**config.mk**
```make
export PLATFORM = sky130hd
export DESIGN_NAME = hpw_host_port
export DESIGN_NICKNAME = d
export VERILOG_FILES = /design/src/hpw_pkg.sv /design/src/hpw_host_port.sv
export SDC_FILE = /design/constraint.sdc
export NUM_CORES = 1
export LEC_CHECK = 0
export ABC_AREA = 1
export BUFFER_PORTS_ARGS = -buffer_cell sky130_fd_sc_hd__buf_2
export CAP_MARGIN = 5
export CORE_UTILIZATION = 48
export CTS_CLUSTER_DIAMETER = 200
export DETAILED_ROUTE_END_ITERATION = 7
export PLACE_DENSITY = 0.81
export SYNTH_ARGS = -nofsm -noshare
export SYNTH_HDL_FRONTEND = slang
export SYNTH_SLANG_ARGS = --single-unit
export TNS_END_PERCENT = 20
```
**constraint.sdc**
```tcl
create_clock -name REF_CLK -period 1.6 [get_ports REF_CLK]
set_input_delay 0.16 -clock REF_CLK [delete_from_list [all_inputs] [get_ports REF_CLK]]
set_output_delay 0.16 -clock REF_CLK [all_outputs]
set_load 0.05 [all_outputs]
```
**src/hpw_pkg.sv**
```systemverilog
// What this block does
// - Hold wait until read byte is fetched
// - Hold wait until written byte is taken
// - Wait on every access; none finishes within 100 ns
// - Assert wait until data ready
// - Wait lasts 750 ns up to 6 us; data-register waits have no upper limit and end only when the core answers
// - Long waits only right after a command
// - Eight data, three address, seven control lines
// - Address picks one of eight task registers
// - Select toggles per byte; bus floats otherwise
// - Transfer request while buffer ready; cleared on data or cylinder-low access
package hpw_pkg;

  // Task file register addresses.
  localparam logic [2:0] ADR_DATA = 3'h0;
  localparam logic [2:0] ADR_ERR_PRECOMP = 3'h1;
  localparam logic [2:0] ADR_SEC_COUNT = 3'h2;
  localparam logic [2:0] ADR_SEC_NUMBER = 3'h3;
  localparam logic [2:0] ADR_CYL_LOW = 3'h4;
  localparam logic [2:0] ADR_CYL_HIGH = 3'h5;
  localparam logic [2:0] ADR_SIZE_DRIVE_HEAD = 3'h6;
  localparam logic [2:0] ADR_STATUS_CMD = 3'h7;

  // Values after reset.
  localparam logic [7:0] RST_SEC_COUNT = 8'h01;
  localparam logic [7:0] RST_PRECOMP = 8'h80;
  localparam logic [7:0] RST_ZERO = 8'h00;

  // Timing, in nanoseconds, and the cycle counts derived at 25 MHz.
  localparam int CLK_PERIOD_NS = 40;
  localparam int WAIT_MIN_NS = 750;
  localparam int WAIT_LONG_NS = 6000;
  localparam int CMD_WINDOW_NS = 6000;
  localparam logic [7:0] WAIT_MIN_CYC =
    8'((WAIT_MIN_NS + CLK_PERIOD_NS - 1) / CLK_PERIOD_NS);
  localparam logic [7:0] WAIT_LONG_CYC = 8'(WAIT_LONG_NS / CLK_PERIOD_NS);
  localparam logic [7:0] CMD_WINDOW_CYC = 8'(CMD_WINDOW_NS / CLK_PERIOD_NS);

  // Task file contents as seen by the controller core.
  typedef struct packed {
    logic [7:0] precomp;
    logic [7:0] sec_count;
    logic [7:0] sec_number;
    logic [7:0] cyl_low;
    logic [7:0] cyl_high;
    logic [7:0] size_drive_head;
  } hpw_task_t;

  // Requests toward the controller core.
  typedef struct packed {
    logic cmd_strobe;
    logic [7:0] cmd;
    logic rd_req;
    logic wr_strobe;
    logic [7:0] wr_data;
  } hpw_core_req_t;

  // Answers from the controller core.
  typedef struct packed {
    logic rd_valid;
    logic [7:0] rd_data;
    logic wr_ack;
    logic [7:0] status;
    logic [7:0] error;
    logic cmd_done;
    logic buf_next;
  } hpw_core_rsp_t;

endpackage : hpw_pkg

```
**src/hpw_host_port.sv**
```systemverilog
`timescale 1ns/1ps
`default_nettype none
module hpw_host_port (
  input wire logic REF_CLK, // 25 MHz clock.
  input wire logic RST_N, // Synchronous reset, active low.
  input wire logic CE, // Clock enable; all state frozen while low.
  input wire logic CARD_SELECT_N, // Card select from host, active low.
  input wire logic READ_STROBE_N, // Read strobe from host, active low.
  input wire logic WRITE_STROBE_N, // Write strobe from host, active low.
  input wire logic [2:0] REGISTER_SELECT_LINES, // Task register address.
  input wire logic [7:0] HOST_DATA_BUS_IN, // Data bus level from host.
  output logic [7:0] HOST_DATA_BUS_OUT, // Read data toward host.
  output logic HOST_DATA_BUS_OE, // High while the port drives the bus.
  output logic WAIT_N, // Wait toward host, active low.
  output logic COMMAND_DONE_IRQ, // Interrupt request, active high.
  output logic BUFFER_TRANSFER_REQUEST, // Data request, active high.
  output hpw_pkg::hpw_task_t TASK, // Task file toward the core.
  output hpw_pkg::hpw_core_req_t CORE_REQ, // Requests toward the core.
  input wire hpw_pkg::hpw_core_rsp_t CORE_RSP // Answers from the core.
);
  import hpw_pkg::*;

  typedef enum logic [1:0] {HPW_IDLE, HPW_BUSY, HPW_HOLD} hpw_state_t;

  logic cs_meta, rd_meta, wr_meta;
  logic cs_sync, rd_sync, wr_sync;
  hpw_state_t state;
  logic is_read;
  logic [2:0] adr;
  logic [7:0] wdata;
  logic [7:0] wait_cnt;
  logic [7:0] cmd_win;
  logic core_done;
  logic access_start;
  logic access_end;
  logic [7:0] next_rdata;

  // Two-stage synchronisers; only the second stage feeds any decision.
  always_ff @(posedge REF_CLK) begin
    if (!RST_N) begin
      cs_meta <= 1'b0;
      rd_meta <= 1'b0;
      wr_meta <= 1'b0;
      cs_sync <= 1'b0;
      rd_sync <= 1'b0;
      wr_sync <= 1'b0;
    end else if (CE) begin
      cs_meta <= !CARD_SELECT_N;
      rd_meta <= !READ_STROBE_N;
      wr_meta <= !WRITE_STROBE_N;
      cs_sync <= cs_meta;
      rd_sync <= rd_meta;
      wr_sync <= wr_meta;
    end
  end

  // An access begins once per select assertion, since the host must
  // release select between bytes.
  assign access_start = CE && state == HPW_IDLE && cs_sync &&
                        (rd_sync || wr_sync);
  assign access_end = CE && state == HPW_BUSY && wait_cnt == 8'h00 &&
                      core_done;

  // Access sequencer.
  always_ff @(posedge REF_CLK) begin
    if (!RST_N) begin
      state <= HPW_IDLE;
    end else if (CE) begin
      case (state)
        HPW_IDLE: begin
          if (access_start) begin
            state <= HPW_BUSY;
          end
        end
        HPW_BUSY: begin
          if (access_end) begin
            state <= HPW_HOLD;
          end
        end
        HPW_HOLD: begin
          if (!cs_sync) begin
            state <= HPW_IDLE;
          end
        end
        default: state <= HPW_IDLE;
      endcase
    end
  end

  // Address, direction and write byte are caught at the start; the host
  // keeps them steady while wait is low, so one sample suffices.
  always_ff @(posedge REF_CLK) begin
    if (!RST_N) begin
      is_read <= 1'b0;
      adr <= ADR_DATA;
      wdata <= RST_ZERO;
    end else if (access_start) begin
      is_read <= rd_sync;
      adr <= REGISTER_SELECT_LINES;
      wdata <= HOST_DATA_BUS_IN;
    end
  end

  // Wait length: the short minimum, or the long one for the first access
  // inside the window after a command.
  always_ff @(posedge REF_CLK) begin
    if (!RST_N) begin
      wait_cnt <= 8'h00;
    end else if (CE) begin
      if (access_start) begin
        wait_cnt <= (cmd_win != 8'h00) ? WAIT_LONG_CYC :
                    WAIT_MIN_CYC;
      end else if (wait_cnt != 8'h00) begin
        wait_cnt <= wait_cnt - 8'h01;
      end
    end
  end

  // Window after a command write in which one long wait is allowed.
  always_ff @(posedge REF_CLK) begin
    if (!RST_N) begin
      cmd_win <= 8'h00;
    end else if (CE) begin
      if (access_end && !is_read && adr == ADR_STATUS_CMD) begin
        cmd_win <= CMD_WINDOW_CYC;
      end else if (access_start) begin
        cmd_win <= 8'h00;
      end else if (cmd_win != 8'h00) begin
        cmd_win <= cmd_win - 8'h01;
      end
    end
  end

  // Data register accesses finish only when the core has the byte ready
  // or has taken it; every other register answers at once.
  always_ff @(posedge REF_CLK) begin
    if (!RST_N) begin
      core_done <= 1'b0;
    end else if (CE) begin
      if (access_start) begin
        core_done <= REGISTER_SELECT_LINES != ADR_DATA;
      end else if (state == HPW_BUSY && !core_done) begin
        core_done <= is_read ? CORE_RSP.rd_valid :
                     CORE_RSP.wr_ack;
      end
    end
  end

  // The synchroniser makes every access longer than 100 ns, so wait is
  // always used; it rises only when the access has truly completed.
  always_ff @(posedge REF_CLK) begin
    if (!RST_N) begin
      WAIT_N <= 1'b1;
    end else if (CE) begin
      if (access_start) begin
        WAIT_N <= 1'b0;
      end else if (access_end) begin
        WAIT_N <= 1'b1;
      end
    end
  end

  // Read multiplexer over the task file.
  always_comb begin
    case (adr)
      ADR_DATA: next_rdata = CORE_RSP.rd_data;
      ADR_ERR_PRECOMP: next_rdata = CORE_RSP.error;
      ADR_SEC_COUNT: next_rdata = TASK.sec_count;
      ADR_SEC_NUMBER: next_rdata = TASK.sec_number;
      ADR_CYL_LOW: next_rdata = TASK.cyl_low;
      ADR_CYL_HIGH: next_rdata = TASK.cyl_high;
      ADR_SIZE_DRIVE_HEAD: next_rdata = TASK.size_drive_head;
      default: next_rdata = CORE_RSP.status;
    endcase
  end

  // Read data is latched at read completion and held until the next read completes.
  always_ff @(posedge REF_CLK) begin
    if (!RST_N) begin
      HOST_DATA_BUS_OUT <= RST_ZERO;
    end else if (access_end && is_read) begin
      HOST_DATA_BUS_OUT <= next_rdata;
    end
  end

  // The bus is driven straight from the pins so it floats the moment
  // select goes away, without synchroniser lag.
  assign HOST_DATA_BUS_OE = !CARD_SELECT_N && !READ_STROBE_N;

  // Task file writes.
  always_ff @(posedge REF_CLK) begin
    if (!RST_N) begin
      TASK.precomp <= RST_PRECOMP;
      TASK.sec_count <= RST_SEC_COUNT;
      TASK.sec_number <= RST_ZERO;
      TASK.cyl_low <= RST_ZERO;
      TASK.cyl_high <= RST_ZERO;
      TASK.size_drive_head <= RST_ZERO;
    end else if (access_end && !is_read) begin
      case (adr)
        ADR_ERR_PRECOMP: TASK.precomp <= wdata;
        ADR_SEC_COUNT: TASK.sec_count <= wdata;
        ADR_SEC_NUMBER: TASK.sec_number <= wdata;
        ADR_CYL_LOW: TASK.cyl_low <= wdata;
        ADR_CYL_HIGH: TASK.cyl_high <= wdata;
        ADR_SIZE_DRIVE_HEAD: TASK.size_drive_head <= wdata;
        default: ;
      endcase
    end
  end

  // Core strobes: one-cycle pulses, plus a read request level held while
  // a data read waits for its byte.
  always_ff @(posedge REF_CLK) begin
    if (!RST_N) begin
      CORE_REQ <= '0;
    end else if (CE) begin
      CORE_REQ.cmd_strobe <= access_end && !is_read &&
                             adr == ADR_STATUS_CMD;
      CORE_REQ.wr_strobe <= access_start && wr_sync &&
                            REGISTER_SELECT_LINES == ADR_DATA;
      CORE_REQ.rd_req <= (access_start && rd_sync &&
                          REGISTER_SELECT_LINES == ADR_DATA) ||
                         (CORE_REQ.rd_req && !CORE_RSP.rd_valid);
      if (access_start) begin
        CORE_REQ.wr_data <= HOST_DATA_BUS_IN;
        CORE_REQ.cmd <= HOST_DATA_BUS_IN;
      end
    end
  end

  // Interrupt flag; a completion in the clearing cycle wins.
  always_ff @(posedge REF_CLK) begin
    if (!RST_N) begin
      COMMAND_DONE_IRQ <= 1'b0;
    end else if (CE) begin
      if (CORE_RSP.cmd_done) begin
        COMMAND_DONE_IRQ <= 1'b1;
      end else if (access_end && adr == ADR_STATUS_CMD) begin
        COMMAND_DONE_IRQ <= 1'b0;
      end
    end
  end

  // Transfer request: set per buffered byte, cleared by each data or
  // cylinder-low access; a new byte in the clearing cycle wins.
  always_ff @(posedge REF_CLK) begin
    if (!RST_N) begin
      BUFFER_TRANSFER_REQUEST <= 1'b0;
    end else if (CE) begin
      if (CORE_RSP.buf_next) begin
        BUFFER_TRANSFER_REQUEST <= 1'b1;
      end else if (access_end && (adr == ADR_DATA || adr == ADR_CYL_LOW)) begin
        BUFFER_TRANSFER_REQUEST <= 1'b0;
      end
    end
  end

endmodule : hpw_host_port
`default_nettype wire

```
==> metrics, run 1 <==
Setup Viol. Count Final 22; DRT antenna net count 0; worst endpoint required time 1.88 ns; Synth Area in XOR/XNOR 0.541%; Synth Warn # 0; final worst-path setup slack -0.0505 ns; Mapped Cells slightly above 700; post-layout util 63.5%; overall routing resource usage 26.4%; power after layout between 7000 and 8000 uW; Post-Synth Adder-Cell Area 1.03%; CP Capture Type flop; syn_nets 763; core area 9770 sq um; 1st-iter DRT viols approximately 250; most frequent cells in the layout nand2_1 (188), nor2_1 (149), buf_2 (123), dfxtp_1 (105), o21ai_0 (63); clock buffer depth 2; worst hold slack 0.0166 ns; reg2reg start wait_cnt[1]$_SDFFE_PN0P_; DR WL/cell 13.9 um; FF-to-FF setup slack -0.05 ns; area grow syn2layout 27.8%; PD cells 1160 nW/um^2; Yosys reg bits 107; Placed Cells approximately 980; grt total ovfl 0; Worst-Margin Slew 0.465 ns; Distinct cells, synth 29; Nets 917; largest family of logic cells by synthesized area simple AND/OR/NAND/NOR gates; Clock Latency Late Sink 0.38 ns; reg2reg path depth 9; normalized max-slew margin 68.9%; largest stage delay on the critical path 0.34 ns; Die X 103 um; vias in the first global route 4458; most common cell after layout, fill and taps aside nand2_1; H-tree levels 3; Hold EP COMMAND_DONE_IRQ$_SDFFE_PN0P_; first-pass GRT wire length 21500 um; Die ar. 10500 sq um; cts bufs inserted 9; P_leak 0.00330 uW; initial antenna violation count 0; crit path launch wait_cnt[1]$_SDFFE_PN0P_; sequential fraction of the synthesis area ~44%; initial core utilization 49.7%; worst hold path depth 3; cell area after layout about 6200 sq um; WL final 14000 um; final-report hold violation count 0; syn avg cell area 6.80 sq um; DRC 0; failing checks setup timing; I/O pin count ~120; max frequency 606 MHz; DP HPWL 9740 um; Worst Skew between 0.01 and 0.015 ns; worst-path cell with the longest stage delay dfxtp_2; status finished, violations left; row cnt 36; Clock transition at path regs 0.11 ns; Max Slew Vio Count 0; crit start category flop; Simple-Gate Fraction of Synth Area a little over a third; CP Cell Sequence inv_2 -> ha_4 -> nand3_4 -> nor2_4 -> nand3_4 -> nor2_4 -> inv_2 -> nor2_1 -> nor2_1; RSZ-0062 raised after global routing true; Tmin final 1.65 ns; CTS tree built; root buf cell clkbuf_8; crit-path max FO 8; hold wc startpoint CORE_RSP[1]; largest net degree at the start of global routing 42; Peak VDD IR just over 0.0006 V; synthesized area 4860 sq um; max-capacitance violation count 0; fill count 887; layout cell share with drive strength beyond 1 27.6%; ANT cells 0; 1st-pass router iterations 5; mux share of post-synthesis cell area 0%; TritonCTS Sinks 107; Placed Area 5760 sq um; crit path kind reg -> reg; Synth Area in Compound Gates 11.8%; gp weighted congestion 0.912; via total after detailed routing 5135; Arrival @ worst endpoint 1.93 ns; Worst R2R End TASK[17]$_SDFFE_PN0P_; Min-Delay Path Class in -> reg; Port Buffers 123; Die H 103 um; DR vias/cell 5.10; Post-Layout Cell Count 1006; crit share post-route 103%
==> kinds of logic (layout without fill, tap and decap cells) <==
kind of cell,count (synthesis),after routing
simple gates,413,413
fa+ha+maj,4,4
flops,107,107
compound gates,113,113
buf+inv,74,233
xor+xnor,3,3
==> worst max-delay path: cells and delay by family, from the launching register on <==
| family | cells | cell delay (ns) |
|---|---|---|
| AND/OR/NAND/NOR | 6 | 0.87 |
| flip-flops | 1 | 0.34 |
| buffers and inverters | 2 | 0.19 |
| adder cells (fa/ha/maj) | 1 | 0.14 |
==> worst max-delay path by stage <==
| stage | depth (start not counted) | slack (ns) | end |
|---|---|---|---|
| 3_3_place_gp | 9 | 0.005 | HOST_DATA_BUS_OUT[0]$_SDFFE_PN0P_ |
| 4_1_cts | 9 | 0.007 | TASK[20]$_SDFFE_PN0P_ |
| 2_1_floorplan | 9 | 0.02 | TASK[1]$_SDFFE_PN0P_ |
| 5_1_grt | 9 | -0.19 | TASK[17]$_SDFFE_PN0P_ |
| 6_report | 9 | -0.05 | TASK[17]$_SDFFE_PN0P_ |
| 3_5_place_dp | 9 | -0.03 | HOST_DATA_BUS_OUT[4]$_SDFFE_PN0P_ |
==> sequential cells by signal (all words and copies together), names as in the netlist, 2 cells and up <==
register           cells
CORE_REQ              11
HOST_DATA_BUS_OUT      8
TASK                  48
adr                    3
cmd_win                8
state                  2
wait_cnt               8
wdata                  8
==> timing repair <==
| action | in CTS | in global routing |
|---|---|---|
| resized for setup | 1 | 48 |
| hold endpoints to repair | 3 | 0 |
| hold buffers | 3 | 0 |
| endpoints found under the setup margin | 15 | 92 |
| buffers inserted | 0 | 10 |
| pin swaps | 1 | 13 |
==> final cells by class <==
class | count | area, sq um | share of cell area (%)
Multi-Input combinational cell | 533 | 2500 | 40.2
Sequential cell | 107 | 2140 | 34.5
Timing Repair Buffer | 173 | 1010 | 16.3
Inverter | 44 | 170 | 2.74
Tap cell | 133 | 166 | 2.68
Clock buffer | 9 | 124 | 2.00
Clock inverter | 7 | 93.8 | 1.51
==> per-layer routing <==
layer,track usage (%),routed length [um],up-vias
met5,0,0,-
met4,8.68,331,0
met3,5.22,925,28
met2,43.6,6690,221
met1,34.6,6040,2297
li1,-,-,2589
==> where the power goes <==
part           internal, uW  leakage [uW]  switching (uW)
clock network           773      0.000112            1020
registers              2880      0.000868             178
logic                   984       0.00232            1350
==> per-stage QoR <==
step / setup TNS (ns) / worst slack (ns)
2_1_floorplan: 0 / 0.0225
3_3_place_gp: 0 / 0.00536
3_5_place_dp: -0.128 / -0.0305
4_1_cts: 0 / 0.00743
5_1_grt: -5.67 / -0.190
6_report: -0.475 / -0.0505
==> Yosys cell counts <==
cell type	n	share of area [%]
inv_1	36	2.8
buf_4	8	1.2
ha_1	4	1.0
dfxtp_1	107	44
a21oi_1	36	3.7
a21o_1	1	0.15
nand4_1	12	1.5
nor3_2	3	0.62
or2_2	2	0.26
buf_1	1	0.077
buf_2	8	0.82
inv_2	8	0.62
clkbuf_1	12	0.93
nor2_1	158	12
nand3b_1	1	0.15
nor3_1	2	0.21
nand3_4	1	0.36
o21ai_0	73	7.5
xor2_1	3	0.54
nor2b_1	1	0.13
nand3_1	27	2.8
nor2_2	5	0.64
nor2_4	6	1.4
buf_6	1	0.23
nand2_1	190	15
a211oi_1	1	0.15
nand3_2	2	0.41
o211ai_1	2	0.31
nand2_2	3	0.39
No activity file was read; power rests on OpenSTA's default activity.
==> run 2: changes to the inputs <==
--- a/config.mk
+++ b/config.mk
@@ -8,10 +8,10 @@
 export ABC_AREA = 1
 export BUFFER_PORTS_ARGS = -buffer_cell sky130_fd_sc_hd__buf_2
 export CAP_MARGIN = 5
-export CORE_UTILIZATION = 48
+export CORE_UTILIZATION = 42
 export CTS_CLUSTER_DIAMETER = 200
 export DETAILED_ROUTE_END_ITERATION = 7
-export PLACE_DENSITY = 0.81
+export PLACE_DENSITY = 0.68
 export SYNTH_ARGS = -nofsm -noshare
 export SYNTH_HDL_FRONTEND = slang
 export SYNTH_SLANG_ARGS = --single-unit
==> metrics, run 2 (synthesis gave the netlist of run 1 again) <==
status finished, violations left; failing checks setup timing; Worst Skew 0.0104 ns; gp weighted congestion ~0.9; DR WL/cell approximately 15 um; PD cells roughly 1200 nW/um^2; CTS tree built; Worst-Margin Slew 0.503 ns; top layer in use met4; Clock Latency Late Sink approximately 0.36 ns; DR vias/cell 5.08; grt total ovfl 0; most common cell after layout, fill and taps aside nand2_1; H-tree levels 3; final-report hold violation count 0; 1st-pass router iterations 5; Worst R2R End TASK[25]$_SDFFE_PN0P_; core area 11000 sq um; power after layout around 7600 uW; row cnt 38; Placed Area between 5000 and 6000 sq um; most frequent cells in the layout nand2_1 (189), nor2_1 (149), buf_2 (123), dfxtp_1 (104), o21ai_0 (70); P_leak ~0.0033 uW; post-layout util 57.0%; cts bufs inserted 9; crit share post-route 107%; WL met1 6690 um; WP buf/inv 3; final worst-path setup slack -0.108 ns; vias in the first global route 4637; 1st-iter DRT viols 375; ANT cells 0; DRT antenna net count 0; normalized max-slew margin approximately two thirds; Max Slew Vio Count 0; Die X 110 um; FF-to-FF setup slack -0.11 ns; CP delay by family, top simple AND/OR/NAND/NOR gates; RSZ-0062 raised after global routing true; root buf cell clkbuf_16; cell area after layout 6290 sq um; Hold EP cs_meta$_SDFFE_PN0P_; via total after detailed routing approximately 5100; Largest regs TASK: 48 flops, CORE_REQ: 11 flops; I/O pin count 124; Die H between 100 and 150 um; max reg flops 48; Peak VDD IR just under 0.001 V; initial antenna violation count 0; CP Cell Sequence inv_2 -> ha_4 -> nand3_4 -> nor2_4 -> nand3_4 -> buf_12 -> nor2_4 -> buf_6 -> o21ai_2 -> nor2_1; TritonCTS Sinks 107; max frequency 585 MHz; area grow syn2layout 29.5%; Tmin final 1.71 ns; Port Buffers 123; crit-path max FO 8; hold wc startpoint CARD_SELECT_N; reg2reg path depth 10; Die ar. 12000 sq um; clock buffer depth 2; met2 routed WL roughly 7000 um; worst-path cell with the longest stage delay dfxtp_2; largest net degree at the start of global routing 42; Biggest register TASK; Nets 914; WL final approximately 15000 um; Arrival @ worst endpoint 2.00 ns; Min-Delay Path Class in -> reg; Clock transition at path regs roughly 0.07 ns; worst endpoint required time 1.90 ns; crit start category flop; largest stage delay on the critical path 0.33 ns; worst hold path depth 2; CP Capture Type flop; crit path kind reg -> reg; initial core utilization between 40% and 50%; Setup Viol. Count Final 19; first-pass GRT wire length 23000 um; reg2reg start wait_cnt[1]$_SDFFE_PN0P_; DP HPWL 10700 um; met3 routed WL 861 um; layout cell share with drive strength beyond 1 27.1%; DRC 0; max-capacitance violation count 0; overall routing resource usage 25.3%
run 2: how the worst max path moves through the flow:
stage | from | to | slack (ns) | cells past startpoint
final | wait_cnt[1]$_SDFFE_PN0P_ | TASK[25]$_SDFFE_PN0P_ | -0.11 | 10
after global routing | wait_cnt[1]$_SDFFE_PN0P_ | TASK[25]$_SDFFE_PN0P_ | -0.17 | 10
after CTS | wait_cnt[0]$_SDFFE_PN0P_ | cmd_win[7]$_SDFFE_PN0P_ | -0.01 | 10
after detailed placement | wait_cnt[0]$_SDFFE_PN0P_ | TASK[22]$_SDFFE_PN0P_ | -0.07 | 9
after global placement | wait_cnt[0]$_SDFFE_PN0P_ | TASK[16]$_SDFFE_PN0P_ | -0.007 | 9
after floorplan | wait_cnt[0]$_SDFFE_PN0P_ | TASK[1]$_SDFFE_PN0P_ | 0.02 | 9
run 2: worst register-to-register path, stage by stage (launching register included):
cell,delay (ns)
dfxtp_2,0.33
inv_2,0.08
ha_4,0.14
nand3_4,0.08
nor2_4,0.19
nand3_4,0.13
buf_12,0.17
nor2_4,0.24
buf_6,0.15
o21ai_2,0.04
nor2_1,0.11
run 2: metrics by stage:
step,hold slack [ns],std cells,setup TNS (ns),setup slack [ns]
floorplan,0.254,714,0,0.0225
global placement,0.344,983,-0.0187,-0.00659
detailed placement,0.351,983,-1.50,-0.0670
CTS,0.00400,1005,-0.0102,-0.0102
global route,0.0228,1010,-4.62,-0.170
finish,0.00444,1010,-0.890,-0.108
run 2: area by class of cell:
class	instances	area [sq um]
clock buffer	10	229
clock inverter	6	58.8
fill	1064	4740
inverter	44	175
multi-input combinational	536	2520
sequential	107	2150
tap	140	175
timing repair buffer	167	988
run 2: repair_timing:
| action | 4_1_cts | 5_1_grt |
|---|---|---|
| endpoints found under the hold margin | 2 | 0 |
| gates resized for setup | 5 | 39 |
| setup endpoints to repair | 54 | 73 |
| buffers inserted | 1 | 4 |
| cloned | 3 | 1 |
| pin swaps | 4 | 11 |
| hold buffers | 2 | 0 |
run 2: report_power, final:
part	leakage, uW	internal, uW	switching, uW
logic	0.00232	1030	1340
clock network	0.000142	1090	1090
registers	0.000868	2880	172
run 2: layer usage:
layer	up-vias	track usage, %
met4	0	10.1
met5	-	0
met1	2356	32.1
met2	170	42.5
li1	2581	-
met3	24	4.68
==> run 3: changes to the inputs <==
--- a/config.mk
+++ b/config.mk
@@ -11,7 +11,7 @@
 export CORE_UTILIZATION = 42
 export CTS_CLUSTER_DIAMETER = 200
 export DETAILED_ROUTE_END_ITERATION = 7
-export PLACE_DENSITY = 0.68
+export PLACE_DENSITY = 0.76
 export SYNTH_ARGS = -nofsm -noshare
 export SYNTH_HDL_FRONTEND = slang
 export SYNTH_SLANG_ARGS = --single-unit
==> metrics, run 3 (synthesis gave the netlist of run 1 again) <==
power after layout 7800 uW; DP HPWL about 10000 um; largest stage delay on the critical path ~0.33 ns; WP buf/inv 2; Die ar. 12000 sq um; Worst-Margin Slew 0.459 ns; first-pass GRT wire length 22200 um; RSZ-0062 raised after global routing true; PD cells about 1200 nW/um^2; final-report hold violation count 0; 1st-pass router iterations 6; post-layout util 58.1%; area occupied by registers 2150 sq um; layout cell share with drive strength beyond 1 between 20 and 30%; Max Slew Vio Count 0; initial core utilization about 44%; Setup Viol. Count Final 2; row cnt 38; Worst Skew 0.0130 ns; DR vias/cell 5.05; vias in the first global route about 4600; worst endpoint required time 1.90 ns; status finished, violations left; crit share post-route 100%; initial antenna violation count 0; Die X 110 um; final worst-path setup slack -0.00355 ns; 1st-iter DRT viols approximately 320; clock buffer depth 2; largest net degree at the start of global routing 50; via total after detailed routing 5162; DR WL/cell 14.1 um; worst hold slack 0.0107 ns; Multi-input gate area between 2000 and 3000 sq um; max-capacitance violation count 0; most common cell after layout, fill and taps aside nand2_1; CTS tree built; ANT cells 0; grt total ovfl 0; Arrival @ worst endpoint 1.90 ns; cts bufs inserted 9; max frequency 624 MHz; root buf cell clkbuf_16; most frequent cells in the layout nand2_1 (187), nor2_1 (151), buf_2 (123), dfxtp_1 (103), o21ai_0 (66); DRT antenna net count 0; Post-Layout Cell Count approximately 1000; core area ~11000 sq um; crit path kind reg -> reg; area grow syn2layout 31.9%; Placed Cells just under 1000; H-tree levels 3; Die H 110 um; Port Buffers 123; Min-Delay Path Class in -> reg; P_leak between 0.003 and 0.004 uW; overall routing resource usage roughly a quarter; CP Cell Sequence inv_2 -> ha_4 -> nand3_4 -> nor2_4 -> nand3_4 -> nor2_4 -> buf_6 -> o21ai_2 -> nor2_1; DRC 0; I/O pin count around 120; crit-path max FO 7; CP delay by family, top simple AND/OR/NAND/NOR gates; crit start category flop; WL final roughly 14000 um; fill count 1065; worst-path cell with the longest stage delay dfxtp_2; Clock Latency Late Sink 0.36 ns; Nets 927; Peak VDD IR 0.000734 V; Largest regs TASK: 48 flops, CORE_REQ: 11 flops; failing checks setup timing; gp weighted congestion a little under 0.9; Clock transition at path regs around 0.08 ns; normalized max-slew margin a little over two thirds; CP Capture Type flop; TritonCTS Sinks 107; Final TNS setup -0.00462 ns; Biggest register TASK; Tmin final 1.60 ns; max reg flops 48
[run 3: changes by cell type in the layout (fill, tap and decap cells not counted), moves of 3 or more]
cell / delta
buf_4: +13
inv_4: -3
nor2_4: -4
o21ai_0: -4
inv_2: +3
o21ai_1: +4
nand2_2: +4
[run 3: area by class of cell]
type	count	area share, %
clock buffer	10	3.73
clock inverter	6	0.957
inverter	44	2.68
multi-input combinational	534	39.1
sequential	107	33.5
tap	140	2.73
timing repair buffer	182	17.3
[run 3: metal layers]
layer	vias to the layer above	GRT usage, %	part of all wire, %
met2	192	40.4	47
met3	31	4.68	6.7
met5	-	0	0
li1	2609	-	-
met1	2330	31.1	44
met4	0	10.1	2.4
[run 3: final timing paths]
check	end	depth (start not counted)	slack [ns]	startpoint
hold / removal	cs_meta$_SDFFE_PN0P_	2	0.01	CARD_SELECT_N
hold reg to reg	CORE_REQ[7]$_SDFFE_PN0P_	2	0.46	CORE_REQ[7]$_SDFFE_PN0P_
setup / recovery	TASK[26]$_SDFFE_PN0P_	9	-0.004	wait_cnt[1]$_SDFFE_PN0P_
setup reg to reg	TASK[26]$_SDFFE_PN0P_	9	-0.004	wait_cnt[1]$_SDFFE_PN0P_
[run 3: through the flow]
step	instance area, sq um	setup WS (ns)
6_report	6400	-0.00355
5_1_grt	6400	-0.106
4_1_cts	6230	-0.00556
3_5_place_dp	5830	-0.0978
3_3_place_gp	5830	-0.0590
2_1_floorplan	4860	0.0225
[run 3: worst reg2reg max path, stage by stage, from the launching register on]
cell and delay [ns]:
dfxtp_2 0.33, inv_2 0.08, ha_4 0.14, nand3_4 0.08
nor2_4 0.15, nand3_4 0.21, nor2_4 0.24, buf_6 0.15
o21ai_2 0.05, nor2_1 0.12
[run 3: what timing repair did]
| action | in CTS | in global routing |
|---|---|---|
| endpoints found under the setup margin | 56 | 93 |
| hold buffers | 2 | 0 |
| setup buffers | 7 | 5 |
| gates cloned | 0 | 1 |
| endpoints found under the hold margin | 2 | 0 |
| resized for setup | 2 | 46 |
| pin swaps | 6 | 16 |
[run 3: report_power, final]
| group | total, uW | internal (uW) | switching [uW] |
|---|---|---|---|
| Clock | 2250 | 1150 | 1110 |
| Combinational | 2500 | 1100 | 1400 |
| Sequential | 3050 | 2880 | 168 |
